### config.mk
export PLATFORM = sky130hd
export DESIGN_NAME = lcdi2c_top
export DESIGN_NICKNAME = d
export VERILOG_FILES = /design/src/lcdi2c_pkg.sv /design/src/lcdi2c_sync.sv /design/src/lcdi2c_cond.sv /design/src/lcdi2c_top.sv
export VERILOG_INCLUDE_DIRS = /design/src
export SDC_FILE = /design/constraint.sdc
export NUM_CORES = 1
export LEC_CHECK = 0
export BUFFER_PORTS_ARGS = -buffer_cell sky130_fd_sc_hd__buf_4
export CAP_MARGIN = 10
export CORE_MARGIN = 2
export CORE_UTILIZATION = 40
export CTS_CLUSTER_SIZE = 16
export DETAILED_ROUTE_END_ITERATION = 8
export PLACE_DENSITY = 0.6
export RECOVER_POWER = 50
export SLEW_MARGIN = 40
export SYNTH_ARGS = -nofsm -noshare
export SYNTH_HDL_FRONTEND = slang
export SYNTH_SLANG_ARGS = --single-unit
export TNS_END_PERCENT = 30
### constraint.sdc
create_clock -name clk_in -period 6 [get_ports clk_in]
set_input_delay 0.6 -clock clk_in [delete_from_list [all_inputs] [get_ports clk_in]]
set_output_delay 0.6 -clock clk_in [all_outputs]
set_load 0.005 [all_outputs]
### src/lcdi2c_defines.svh
`ifndef LCDI2C_DEFINES_SVH
`define LCDI2C_DEFINES_SVH
`define LCDI2C_ADDR_HI 5'h0F
`define LCDI2C_CHAR_RAM_DEPTH 128
`define LCDI2C_SPACE_CODE 8'h20
`define LCDI2C_CHAIN_BIT 7
`define LCDI2C_SEL_BIT 6
`define LCDI2C_FS_BW_BIT 4
`define LCDI2C_FS_LINES_BIT 3
`define LCDI2C_FS_FONT_BIT 2
`define LCDI2C_RST_BUS_WIDTH 1'h1
`define LCDI2C_RST_LINES 1'h0
`define LCDI2C_RST_FONT 1'h0
`define LCDI2C_RST_DISP_CTRL 3'h0
`define LCDI2C_RST_ENTRY_INC 1'h1
`define LCDI2C_RST_ENTRY_SHIFT 1'h0
`endif

### src/lcdi2c_pkg.sv
package lcdi2c_pkg;
   typedef enum logic [2:0] {
      LCDI2C_IDLE,
      LCDI2C_ADDR,
      LCDI2C_CTRL,
      LCDI2C_DATA,
      LCDI2C_IGNORE
   } lcdi2c_phase_t;
   typedef enum logic [1:0] {
      LCDI2C_INIT_CLEAR,
      LCDI2C_INIT_SET,
      LCDI2C_INIT_DONE
   } lcdi2c_init_t;
endpackage

### src/lcdi2c_sync.sv
`timescale 1ns/100ps
module lcdi2c_sync (
   input wire logic clk_in,
   input wire logic rst_n_in,
   input wire logic async_in,
   output logic sync_out
);
   logic meta_ff;
   logic sync_ff;
   always_ff @(posedge clk_in) begin
      if (!rst_n_in) begin
         meta_ff <= 1'b1;
         sync_ff <= 1'b1;
      end else begin
         meta_ff <= async_in;
         sync_ff <= meta_ff;
      end
   end
   assign sync_out = sync_ff;
endmodule

### src/lcdi2c_cond.sv
`timescale 1ns/100ps
module lcdi2c_cond (
   input wire logic clk_in,
   input wire logic rst_n_in,
   input wire logic scl_in,
   input wire logic sda_in,
   output logic start_out,
   output logic stop_out,
   output logic scl_rise_out,
   output logic scl_fall_out,
   output logic sda_out
);
   logic scl_d_ff;
   logic sda_d_ff;
   always_ff @(posedge clk_in) begin
      if (!rst_n_in) begin
         scl_d_ff <= 1'b1;
         sda_d_ff <= 1'b1;
      end else begin
         scl_d_ff <= scl_in;
         sda_d_ff <= sda_in;
      end
   end
   // start and stop: data moves while clock stays high
   assign start_out = scl_in & scl_d_ff & sda_d_ff & ~sda_in;
   assign stop_out = scl_in & scl_d_ff & ~sda_d_ff & sda_in;
   assign scl_rise_out = scl_in & ~scl_d_ff;
   assign scl_fall_out = ~scl_in & scl_d_ff;
   assign sda_out = sda_d_ff;
endmodule

### src/lcdi2c_top.sv
`timescale 1ns/100ps
`include "lcdi2c_defines.svh"
// Function
// - data stable while clock high; one bit per pulse
// - falling data at high clock starts, rising stops
// - eight bits msb first, then acknowledge
// - addressed device acknowledges every byte
// - addresses 0111100 to 0111111 via straps
// - wrong address: ignore transfer, no acknowledge
// - write transfers only
// - control byte then data byte per word
// - cleared chain flag: data bytes until stop or repeated start
// - select one: write ram, step pointer up or down per entry mode
// - select zero: decode bytes as instructions
// - busy flag high during self initialization
// - initialization fills character ram with spaces
// - init: eight bit, one line, 5x8 font
// - init: increment by one, no shift
// - bus width bit picks eight or four bit
module lcdi2c_top (
   input wire logic clk_in,
   input wire logic rst_n_in,
   input wire logic scl_in,
   input wire logic sda_in,
   input wire logic chip_sel_n_in,
   input wire logic addr_pin_lsb_in,
   input wire logic addr_pin_bit1_in,
   output logic sda_oe_out,
   output logic sda_drv_out,
   output logic busy_flag_out,
   output logic bus_width_sel_out,
   output logic lines_sel_out,
   output logic font_sel_out,
   output logic [2:0] disp_ctrl_out,
   output logic entry_inc_out,
   output logic entry_shift_out,
   output logic [6:0] ram_ptr_out,
   output logic ram_wr_out,
   output logic [7:0] ram_wdata_out,
   output logic [6:0] ram_waddr_out
);
   localparam int DEPTH = `LCDI2C_CHAR_RAM_DEPTH;
   logic scl_s;
   logic sda_s;
   logic csn_s;
   logic a0_s;
   logic a1_s;
   logic start_p;
   logic stop_p;
   logic scl_rise;
   logic scl_fall;
   logic sda_q;
   lcdi2c_pkg::lcdi2c_phase_t phase_ff;
   lcdi2c_pkg::lcdi2c_init_t init_ff;
   logic [7:0] shift_ff;
   logic [3:0] bit_cnt_ff;
   logic ack_slot_ff;
   logic data_only_ff;
   logic sel_ff;
   logic [6:0] init_addr_ff;
   logic [7:0] char_ram [0:DEPTH-1];
   logic byte_done;
   logic [7:0] nxt_byte;
   logic [7:0] hi_nib_ff;
   logic nib_half_ff;

   lcdi2c_sync u_scl (.clk_in(clk_in), .rst_n_in(rst_n_in), .async_in(scl_in), .sync_out(scl_s));
   lcdi2c_sync u_sda (.clk_in(clk_in), .rst_n_in(rst_n_in), .async_in(sda_in), .sync_out(sda_s));
   lcdi2c_sync u_csn (.clk_in(clk_in), .rst_n_in(rst_n_in), .async_in(chip_sel_n_in), .sync_out(csn_s));
   lcdi2c_sync u_a0 (.clk_in(clk_in), .rst_n_in(rst_n_in), .async_in(addr_pin_lsb_in), .sync_out(a0_s));
   lcdi2c_sync u_a1 (.clk_in(clk_in), .rst_n_in(rst_n_in), .async_in(addr_pin_bit1_in), .sync_out(a1_s));

   lcdi2c_cond u_cond (
      .clk_in(clk_in),
      .rst_n_in(rst_n_in),
      .scl_in(scl_s),
      .sda_in(sda_s),
      .start_out(start_p),
      .stop_out(stop_p),
      .scl_rise_out(scl_rise),
      .scl_fall_out(scl_fall),
      .sda_out(sda_q)
   );

   // address match against fixed high bits and straps
   function automatic logic addr_hit(input logic [7:0] b, input logic s1, input logic s0);
      addr_hit = (b[7:3] == `LCDI2C_ADDR_HI) && (b[2] == s1) && (b[1] == s0);
   endfunction

   assign nxt_byte = {shift_ff[6:0], sda_q};
   // eighth bit sampled on clock rise, msb first
   assign byte_done = scl_rise && !ack_slot_ff && (bit_cnt_ff == 4'h7);

   // bit counter and shift register
   always_ff @(posedge clk_in) begin
      if (!rst_n_in) begin
         shift_ff <= 8'h00;
         bit_cnt_ff <= 4'h0;
         ack_slot_ff <= 1'b0;
      end else if (start_p || stop_p) begin
         bit_cnt_ff <= 4'h0;
         ack_slot_ff <= 1'b0;
      end else if (scl_rise) begin
         if (ack_slot_ff) begin
            bit_cnt_ff <= 4'h0;
         end else begin
            shift_ff <= nxt_byte;
            bit_cnt_ff <= bit_cnt_ff + 4'h1;
         end
      end else if (scl_fall && bit_cnt_ff == 4'h8) begin
         ack_slot_ff <= 1'b1;
         bit_cnt_ff <= 4'h0;
      end else if (scl_fall && ack_slot_ff && bit_cnt_ff == 4'h0) begin
         ack_slot_ff <= 1'b0;
      end
   end

   // transfer phase
   always_ff @(posedge clk_in) begin
      if (!rst_n_in) begin
         phase_ff <= lcdi2c_pkg::LCDI2C_IDLE;
         data_only_ff <= 1'b0;
         sel_ff <= 1'b0;
      end else if (start_p) begin
         phase_ff <= csn_s ? lcdi2c_pkg::LCDI2C_IGNORE : lcdi2c_pkg::LCDI2C_ADDR;
         data_only_ff <= 1'b0;
      end else if (stop_p) begin
         phase_ff <= lcdi2c_pkg::LCDI2C_IDLE;
         data_only_ff <= 1'b0;
      end else if (byte_done) begin
         case (phase_ff)
            lcdi2c_pkg::LCDI2C_ADDR: begin
               // write with matching address only
               if (addr_hit(nxt_byte, a1_s, a0_s) && !nxt_byte[0]) begin
                  phase_ff <= lcdi2c_pkg::LCDI2C_CTRL;
               end else begin
                  phase_ff <= lcdi2c_pkg::LCDI2C_IGNORE;
               end
            end
            lcdi2c_pkg::LCDI2C_CTRL: begin
               sel_ff <= nxt_byte[`LCDI2C_SEL_BIT];
               data_only_ff <= ~nxt_byte[`LCDI2C_CHAIN_BIT];
               phase_ff <= lcdi2c_pkg::LCDI2C_DATA;
            end
            lcdi2c_pkg::LCDI2C_DATA: begin
               phase_ff <= data_only_ff ? lcdi2c_pkg::LCDI2C_DATA : lcdi2c_pkg::LCDI2C_CTRL;
            end
            default: begin
               phase_ff <= phase_ff;
            end
         endcase
      end
   end

   // acknowledge drive: low for whole ack clock, never for reads
   always_ff @(posedge clk_in) begin
      if (!rst_n_in) begin
         sda_oe_out <= 1'b0;
      end else if (start_p || stop_p) begin
         sda_oe_out <= 1'b0;
      end else if (scl_fall && bit_cnt_ff == 4'h8) begin
         sda_oe_out <= (phase_ff == lcdi2c_pkg::LCDI2C_CTRL) || (phase_ff == lcdi2c_pkg::LCDI2C_DATA);
      end else if (scl_fall && ack_slot_ff) begin
         sda_oe_out <= 1'b0;
      end
   end

   always_ff @(posedge clk_in) begin
      sda_drv_out <= 1'b0;
   end

   // data byte handling: ram writes, instruction decode, self init
   logic is_data_byte;
   assign is_data_byte = byte_done && phase_ff == lcdi2c_pkg::LCDI2C_DATA && init_ff == lcdi2c_pkg::LCDI2C_INIT_DONE;

   // four-bit mode pairs nibbles: high first, then low
   logic whole_byte;
   logic [7:0] cmd_byte;
   assign whole_byte = is_data_byte && (bus_width_sel_out || nib_half_ff);
   assign cmd_byte = bus_width_sel_out ? nxt_byte : {hi_nib_ff[3:0], nxt_byte[7:4]};

   always_ff @(posedge clk_in) begin
      if (!rst_n_in) begin
         nib_half_ff <= 1'b0;
         hi_nib_ff <= 8'h00;
      end else if (start_p) begin
         nib_half_ff <= 1'b0;
      end else if (is_data_byte && !bus_width_sel_out) begin
         nib_half_ff <= ~nib_half_ff;
         hi_nib_ff <= {4'h0, nxt_byte[7:4]};
      end
   end

   always_ff @(posedge clk_in) begin
      if (!rst_n_in) begin
         init_ff <= lcdi2c_pkg::LCDI2C_INIT_CLEAR;
         init_addr_ff <= 7'h00;
         busy_flag_out <= 1'b1;
         ram_wr_out <= 1'b0;
         ram_wdata_out <= 8'h00;
         ram_waddr_out <= 7'h00;
         ram_ptr_out <= 7'h00;
         bus_width_sel_out <= 1'b0;
         lines_sel_out <= 1'b0;
         font_sel_out <= 1'b0;
         disp_ctrl_out <= 3'h0;
         entry_inc_out <= 1'b0;
         entry_shift_out <= 1'b0;
      end else begin
         ram_wr_out <= 1'b0;
         case (init_ff)
            lcdi2c_pkg::LCDI2C_INIT_CLEAR: begin
               busy_flag_out <= 1'b1;
               ram_wr_out <= 1'b1;
               ram_waddr_out <= init_addr_ff;
               ram_wdata_out <= `LCDI2C_SPACE_CODE;
               char_ram[init_addr_ff] <= `LCDI2C_SPACE_CODE;
               init_addr_ff <= init_addr_ff + 7'h01;
               if (init_addr_ff == 7'(DEPTH - 1)) begin
                  init_ff <= lcdi2c_pkg::LCDI2C_INIT_SET;
               end
            end
            lcdi2c_pkg::LCDI2C_INIT_SET: begin
               bus_width_sel_out <= `LCDI2C_RST_BUS_WIDTH;
               lines_sel_out <= `LCDI2C_RST_LINES;
               font_sel_out <= `LCDI2C_RST_FONT;
               disp_ctrl_out <= `LCDI2C_RST_DISP_CTRL;
               entry_inc_out <= `LCDI2C_RST_ENTRY_INC;
               entry_shift_out <= `LCDI2C_RST_ENTRY_SHIFT;
               ram_ptr_out <= 7'h00;
               busy_flag_out <= 1'b0;
               init_ff <= lcdi2c_pkg::LCDI2C_INIT_DONE;
            end
            lcdi2c_pkg::LCDI2C_INIT_DONE: begin
               if (whole_byte && sel_ff) begin
                  char_ram[ram_ptr_out] <= cmd_byte;
                  ram_wr_out <= 1'b1;
                  ram_waddr_out <= ram_ptr_out;
                  ram_wdata_out <= cmd_byte;
                  ram_ptr_out <= entry_inc_out ? ram_ptr_out + 7'h01 : ram_ptr_out - 7'h01;
               end else if (whole_byte) begin
                  // instruction decode, highest set bit among 7, 5, 3, 2, 1, 0 picks the instruction; bits 6 and 4 are not decoded
                  if (cmd_byte[7]) begin
                     ram_ptr_out <= cmd_byte[6:0];
                  end else if (cmd_byte[5]) begin
                     bus_width_sel_out <= cmd_byte[`LCDI2C_FS_BW_BIT];
                     lines_sel_out <= cmd_byte[`LCDI2C_FS_LINES_BIT];
                     font_sel_out <= cmd_byte[`LCDI2C_FS_FONT_BIT];
                  end else if (cmd_byte[3]) begin
                     disp_ctrl_out <= cmd_byte[2:0];
                  end else if (cmd_byte[2]) begin
                     entry_inc_out <= cmd_byte[1];
                     entry_shift_out <= cmd_byte[0];
                  end else if (cmd_byte[1]) begin
                     ram_ptr_out <= 7'h00;
                  end else if (cmd_byte[0]) begin
                     init_addr_ff <= 7'h00;
                     ram_ptr_out <= 7'h00;
                     init_ff <= lcdi2c_pkg::LCDI2C_INIT_CLEAR;
                  end
               end
            end
            default: begin
               init_ff <= lcdi2c_pkg::LCDI2C_INIT_CLEAR;
            end
         endcase
      end
   end
endmodule

# Yosys cells after proc, flatten, opt, wreduce, memory -nomap -nowiden
# Cells that the tools add are included.
[word_totals] elab_cells=216 latchBits=0 mem_count=0 mem_bits_ro=0 register_bits=76 ramBits=0
[classes] add_sub_neg=4 n_div=0 bitwise=19 muxes=85 shift=0 n_reduce_logical=45 n_mul=0 n_eq_ne=29 magnitude_cmp=0
[op_table] operator="two-way mux 7 bit" n=17
[op_table] operator="one-hot mux 7 bit (2 select lines)" n=3
[op_table] operator="two-way mux 1 bit" n=30
[op_table] operator="two-way mux 3 bit" n=10
[op_table] operator="!= test 2 bit, second input constant" n=12
[op_table] operator="two-way mux 2 bit" n=9
[op_table] operator="AND reduction 9 bit" n=2
[op_table] operator="two-way mux 8 bit" n=2
[op_table] operator="one-hot mux 8 bit (2 select lines)" n=1
[op_table] operator="adder 7 x 1 -> 7 bit, second input constant" n=2
[op_table] operator="one-hot mux 1 bit (2 select lines)" n=7
[op_table] operator="logical AND 1 bit" n=13
[op_table] operator="two-way mux 4 bit" n=3
[op_table] operator="!= test 4 x 3 -> 1 bit, second input constant" n=3
[op_table] operator="inverter 1 bit" n=12
[op_table] operator="AND reduction 6 bit" n=2
[op_table] operator="nonzero test 2 bit" n=6
[op_table] operator="AND reduction 2 bit" n=5
[op_table] operator="one-hot mux 3 bit (3 select lines)" n=1
[op_table] operator="AND 1 bit" n=7
[op_table] operator="== test 7 bit, second input constant" n=1
[op_table] operator="AND reduction 7 bit" n=1
[op_table] operator="subtractor 7 x 1 -> 7 bit, second input constant" n=1
[op_table] operator="== test 3 x 2 -> 1 bit, second input constant" n=2
[op_table] operator="other kinds (24)" n=30

# Depth between registers and ports, before layout
[logic_depth] ltp_word=10 depth_mapped=10

# By module
# Synthesis repeated with hierarchy kept, for this count alone.
[hier_totals] cells_unflattened=425 hier_area_um2=3801.1
[modules_own_cells] mod="lcdi2c_top" n_inst=1 area_each_um2=3453.3 seq_area_each_um2=1281.2 cells_per_inst=397
[modules_own_cells] mod="lcdi2c_sync" n_inst=5 area_each_um2=52.6 seq_area_each_um2=40.0 cells_per_inst=4
[modules_own_cells] mod="lcdi2c_cond" n_inst=1 area_each_um2=85.1 seq_area_each_um2=40.0 cells_per_inst=8

# Least setup slack after synthesis
# Ideal clock, no wire load.
[synth_path] kind="register to register" start="register bus_width_sel_out" end="register disp_ctrl_out[2]" required_time_ps=5935 stages_incl_launch_ff=8 setup_time_ps=65 path_slack_ps=3986 synth_period_minus_slack_ps=2014 t_arrival_ps=1949 path_cell_list="dfxtp_1 > buf_2 > buf_2 > mux2i_1 > nand2_1 > nor4_2 > mux2_2 > nor2_1"
[synth_via] elab_chain_cells=7 elab_cells_between_ends=16
[synth_lines] item="from (decl)" line="lcdi2c_top.sv:31" text="output logic bus_width_sel_out,"
[synth_lines] item="from (signal assigned)" line="lcdi2c_top.sv:224" text="bus_width_sel_out <= `LCDI2C_RST_BUS_WIDTH;"
[synth_lines] item="from (signal assigned)" line="lcdi2c_top.sv:246" text="bus_width_sel_out <= cmd_byte[`LCDI2C_FS_BW_BIT];"
[synth_lines] item="two-way mux 8 bit" line="lcdi2c_top.sv:180" text="assign cmd_byte = bus_width_sel_out ? nxt_byte : {hi_nib_ff[3:0], nxt_byte[7:4]};"
[synth_lines] item="two-way mux 3 bit" line="lcdi2c_top.sv:249" text="end else if (cmd_byte[3]) begin"
[synth_lines] item="two-way mux 3 bit" line="lcdi2c_top.sv:245" text="end else if (cmd_byte[5]) begin"
[synth_lines] item="two-way mux 3 bit" line="lcdi2c_top.sv:243" text="if (cmd_byte[7]) begin"
[synth_lines] item="two-way mux 3 bit" line="lcdi2c_top.sv:241" text="end else if (whole_byte) begin"
[synth_lines] item="two-way mux 3 bit" line="lcdi2c_top.sv:235" text="if (whole_byte && sel_ff) begin"
[synth_lines] item="one-hot mux 3 bit (2 select lines)" line="lcdi2c_top.sv:211" text="case (init_ff)"
[synth_lines] item="to (signal assigned)" line="lcdi2c_top.sv:227" text="disp_ctrl_out <= `LCDI2C_RST_DISP_CTRL;"
[synth_lines] item="to (signal assigned)" line="lcdi2c_top.sv:250" text="disp_ctrl_out <= cmd_byte[2:0];"
[synth_lines] item="to (decl)" line="lcdi2c_top.sv:34" text="output logic [2:0] disp_ctrl_out,"
# Several ways; a longest one is shown, not always the timed one. The select of a mux whose other input is x is not followed.
# A chain may end at the register's enable or synchronous reset.

# Worst setup path after layout
[layout_path] start="input rst_n_in" end="register ram_ptr_out[6]"
[layout_lines] item="from (decl)" line="lcdi2c_top.sv:22" text="input wire logic rst_n_in,"
[layout_lines] item="to (signal assigned)" line="lcdi2c_top.sv:240" text="ram_ptr_out <= entry_inc_out ? ram_ptr_out + 7'h01 : ram_ptr_out - 7'h01;"
[layout_lines] item="to (signal assigned)" line="lcdi2c_top.sv:244" text="ram_ptr_out <= cmd_byte[6:0];"
[layout_lines] item="to (decl)" line="lcdi2c_top.sv:37" text="output logic [6:0] ram_ptr_out,"
# No word-level cell between the ends.

==> metrics.md <==
| Metric | Value |
|---|---|
| Status | finished with violations |
| Violated checks | capacitance limit |
| Worst path cell trace | clkbuf_1 -> inv_1 -> a311oi_1 |
| Worst EP arrival | 3140 ps |
| Synth Flop Type | dfxtp_1 |
| Switching power total | just over 0.2 mW |
| Register area | between 1500 and 2000 um2 |
| Root Buffer | clkbuf_8 |
| Combinational Power Share | 3.1% |
| Worst path max stage delay | 1060 ps |
| RR Startpoint | init_ff[0]$_SDFFE_PN0P_ |
| Core area | 9200 um2 |
| Vias in the first global route | 3117 |
| Seq pwr share | 52.0% |
| Fraction of layout instances using a drive strength above 1 | 15.4% |
| CTS tree | yes |
| Leak | 1.57 nW |
| Die height | 101 um |
| Maximum VDD drop | 0.000127 V |
| Slew @ Worst Pin | 1490 ps |
| CP Launch Type | input pin |
| Internal reg-to-reg setup slack | 3190 ps |
| Clock sink total | 76 |
| Hold path cells | 1 |
| Synth area leaders | dfxtp_1 40%, mux2i_1 5.6%, nor2_1 4.7%, a21oi_1 4.4%, ha_1 3.6% |
| Synth top cells by count | 76 x dfxtp_1, 47 x nor2_1, 36 x nand2_1, 33 x a21oi_1, 21 x mux2i_1 |
| Worst-Skew Late Latency | around 350 ps |
| Net Sw Frac | 20.6% |
| Async set-reset flop share out of synthesis | 0% |
| Num rows | 35 |
| Die W | 101 um |
| Initial antenna violation count | 0 |
| Yosys warns | 0 |
| Min-delay src | u_a0.meta_ff$_SDFF_PN1_ |
| Clock network power share | 44.9% |
| Post-synth net total | 456 |
| Slew Limit Fails | 0 |
| Max-slew headroom | 0.345% |
| Starting DRT DRC Count | 212 |
| Setup tns final | 0 ps |
| Post-Synthesis Mean Instance Area | between 8 and 9 um2 |
| Clock skew | 6.38 ps |
| Avg Vias per Cell | around 5.6 |
| Die area | approximately 10000 um2 |
| Cell Int Power | roughly 0.79 mW |
| Number of remaining DRC errors | 0 |
| Worst r2r path cells | 7 |
| CP delay by family, top | buffers and inverters |
| Critical Path Fanout Max | 38 |
| H-Tree Depth | 3 |
| First-pass GRT wire length | 15000 um |
| Syn Inst Count | 437 |
| Max cap viols | 1 |
| # IOs | 41 |
| Total global-route track usage | between 10% and 20% |
| Cell area after layout | 4340 um2 |
| Cell Pwr Density | approximately 230 nW/um2 |
| WL/cell | 15.4 um |
| EDFF count, synth | 0 |
| Final setup violation count | 0 |
| Buf/Inv on CP | 2 |
| Largest net degree at the start of global routing | 39 |
| RSZ-0062 raised after global routing | false |
| Hold Vio Cnt, Final | 0 |
| Reg clk slew, reported paths | 80 ps |
| GPL Wtd Cong | 0.896 |
| Area occupied by multi-input gates | 2100 um2 |
| Netlist cell types | 60 |
| GRT overflow | 0 |
| Post-route ant nets | 0 |
| DRT Pass-1 Iters | 5 |
| Reg-to-reg endpoint | init_addr_ff[1]$_SDFFE_PN0P_ |
| CTS Buf Count | 9 |
| Final min period | 2900 ps |
| Initial core utilization | 41.0% |
| Cell area after synthesis | 3770 um2 |
| Period utilization | 48.3% |
| CP required | 6240 ps |
| Fmax | about 350 MHz |
| Most numerous cell in the Yosys netlist | dfxtp_1 |
| Synth Register Bits | 76 |
| Worst Hold Class | flip-flop to flip-flop |
| CP max stage cell | clkbuf_1 |
| DP HPWL | between 6000 and 7000 um |
| Via Count | around 3200 |
| Setup crit end kind | flip-flop |
| Seq/Total Area, Yosys | 40.3% |
| # fillers | 917 |
| Synth area leader | dfxtp_1 |
| N_diodes | 0 |
| Post-Route WL | 8920 um |
| WS Path Type | input pin to flip-flop |
| Top-area cell type share of the netlist area | 40.3% |
| Post-Place Cell Area | 4100 um2 |
| Cts repair resizes | 0 |
| Synth-to-layout area growth | 15.0% |
| IO Port Bufs | 39 |
| Hold Path End | u_a0.sync_out$_SDFF_PN1_ |
| Nets | 481 |
| # hold bufs at CTS | 0 |
| Clock buffer depth | 2 |
| Setup Buffers After CTS | 0 |
-- layout make-up --
| cell class | count | share of cell area [%] |
|---|---|---|
| clock buffers | 12 | 3.81 |
| clock inverters | 4 | 1.62 |
| inverters | 15 | 1.30 |
| multi-input cells | 320 | 48.4 |
| flip-flops and latches | 76 | 35.1 |
| well taps | 111 | 3.20 |
| repair buffers | 40 | 6.58 |
-- cell families after synthesis --
family                     after synthesis  synth area share, %
xor gates and xnor gates                 6                 1.39
AOI/OAI and AO/OA                      105                 18.5
and+or+nand+nor                        169                 23.5
DFF                                     76                 40.3
buffers and inverters                   41                 4.61
adders and majority gates               12                 4.18
other                                    1               0.0994
muxes                                   27                 7.37
-- how the worst max path moves through the flow --
stage / from / end / cells past startpoint
detailed placement: u_scl.sync_out$_SDFF_PN1_ / init_addr_ff[1]$_SDFFE_PN0P_ / 5
global placement: init_ff[0]$_SDFFE_PN0P_ / init_addr_ff[3]$_SDFFE_PN0P_ / 7
CTS: u_scl.sync_out$_SDFF_PN1_ / init_addr_ff[1]$_SDFFE_PN0P_ / 5
floorplan: bus_width_sel_out$_SDFFE_PN0P_ / disp_ctrl_out[2]$_SDFFE_PN0P_ / 7
finish: rst_n_in / ram_ptr_out[6]$_SDFFE_PN0P_ / 3
global route: rst_n_in / ram_ptr_out[6]$_SDFFE_PN0P_ / 3
-- power groups by stage --
stage               Clock [mW]  Combinational [mW]  Sequential, mW
finish                   0.448              0.0312           0.519
global route             0.477              0.0354           0.520
CTS                      0.458              0.0321           0.519
detailed placement           0              0.0319           0.531
global placement             0              0.0317           0.530
floorplan                    0              0.0226           0.529
-- worst reg2reg max path, cell delays in order (launching register included) --
cell and delay [ps]:
dfxtp_1 320, inv_1 100, ha_2 570, o211a_1 260, nand4_1 290, nand2_1 500
o21ai_0 390, a21oi_1 300
-- metal layers --
metal	global-route usage, %	vias up	part of all wire (%)
li1	-	1622	-
met1	24.6	1525	47
met2	30.1	73	47
met3	3.54	11	4.2
met4	8.00	0	1.5
met5	0	-	0
-- through the flow --
stage	power [mW]	util, %	instances	hold WS [ps]	setup slack (ps)
detailed placement	0.563	44.6	562	392	3140
global placement	0.562	44.6	562	389	3070
CTS	1.01	47.2	578	411	3080
finish	0.998	47.1	578	408	3100
floorplan	0.551	-	437	386	3990
global route	1.03	47.1	578	406	2800
-- registers in the layout, summed over array words and instances, names as in the netlist, 2 cells and up --
signal,flops
shift_ff,7
phase_ff,3
disp_ctrl_out,3
init_addr_ff,7
hi_nib_ff,4
ram_wdata_out,8
ram_waddr_out,7
bit_cnt_ff,4
init_ff,2
ram_ptr_out,7
-- cells in the final DEF (no fill, tap or decap), types with 8 or more instances in the layout --
cell | Yosys | layout
dfxtp_1 | 76 | 75
nor2_1 | 47 | 47
nand2_1 | 36 | 36
a21oi_1 | 33 | 33
clkbuf_4 | 0 | 29
mux2i_1 | 21 | 21
nand3_1 | 18 | 18
nand2b_1 | 17 | 17
inv_1 | 15 | 15
o21ai_0 | 14 | 14
a211oi_1 | 13 | 13
clkbuf_8 | 0 | 12
ha_1 | 11 | 10
a22oi_1 | 8 | 8
No activity file was read; power rests on OpenSTA's default activity.
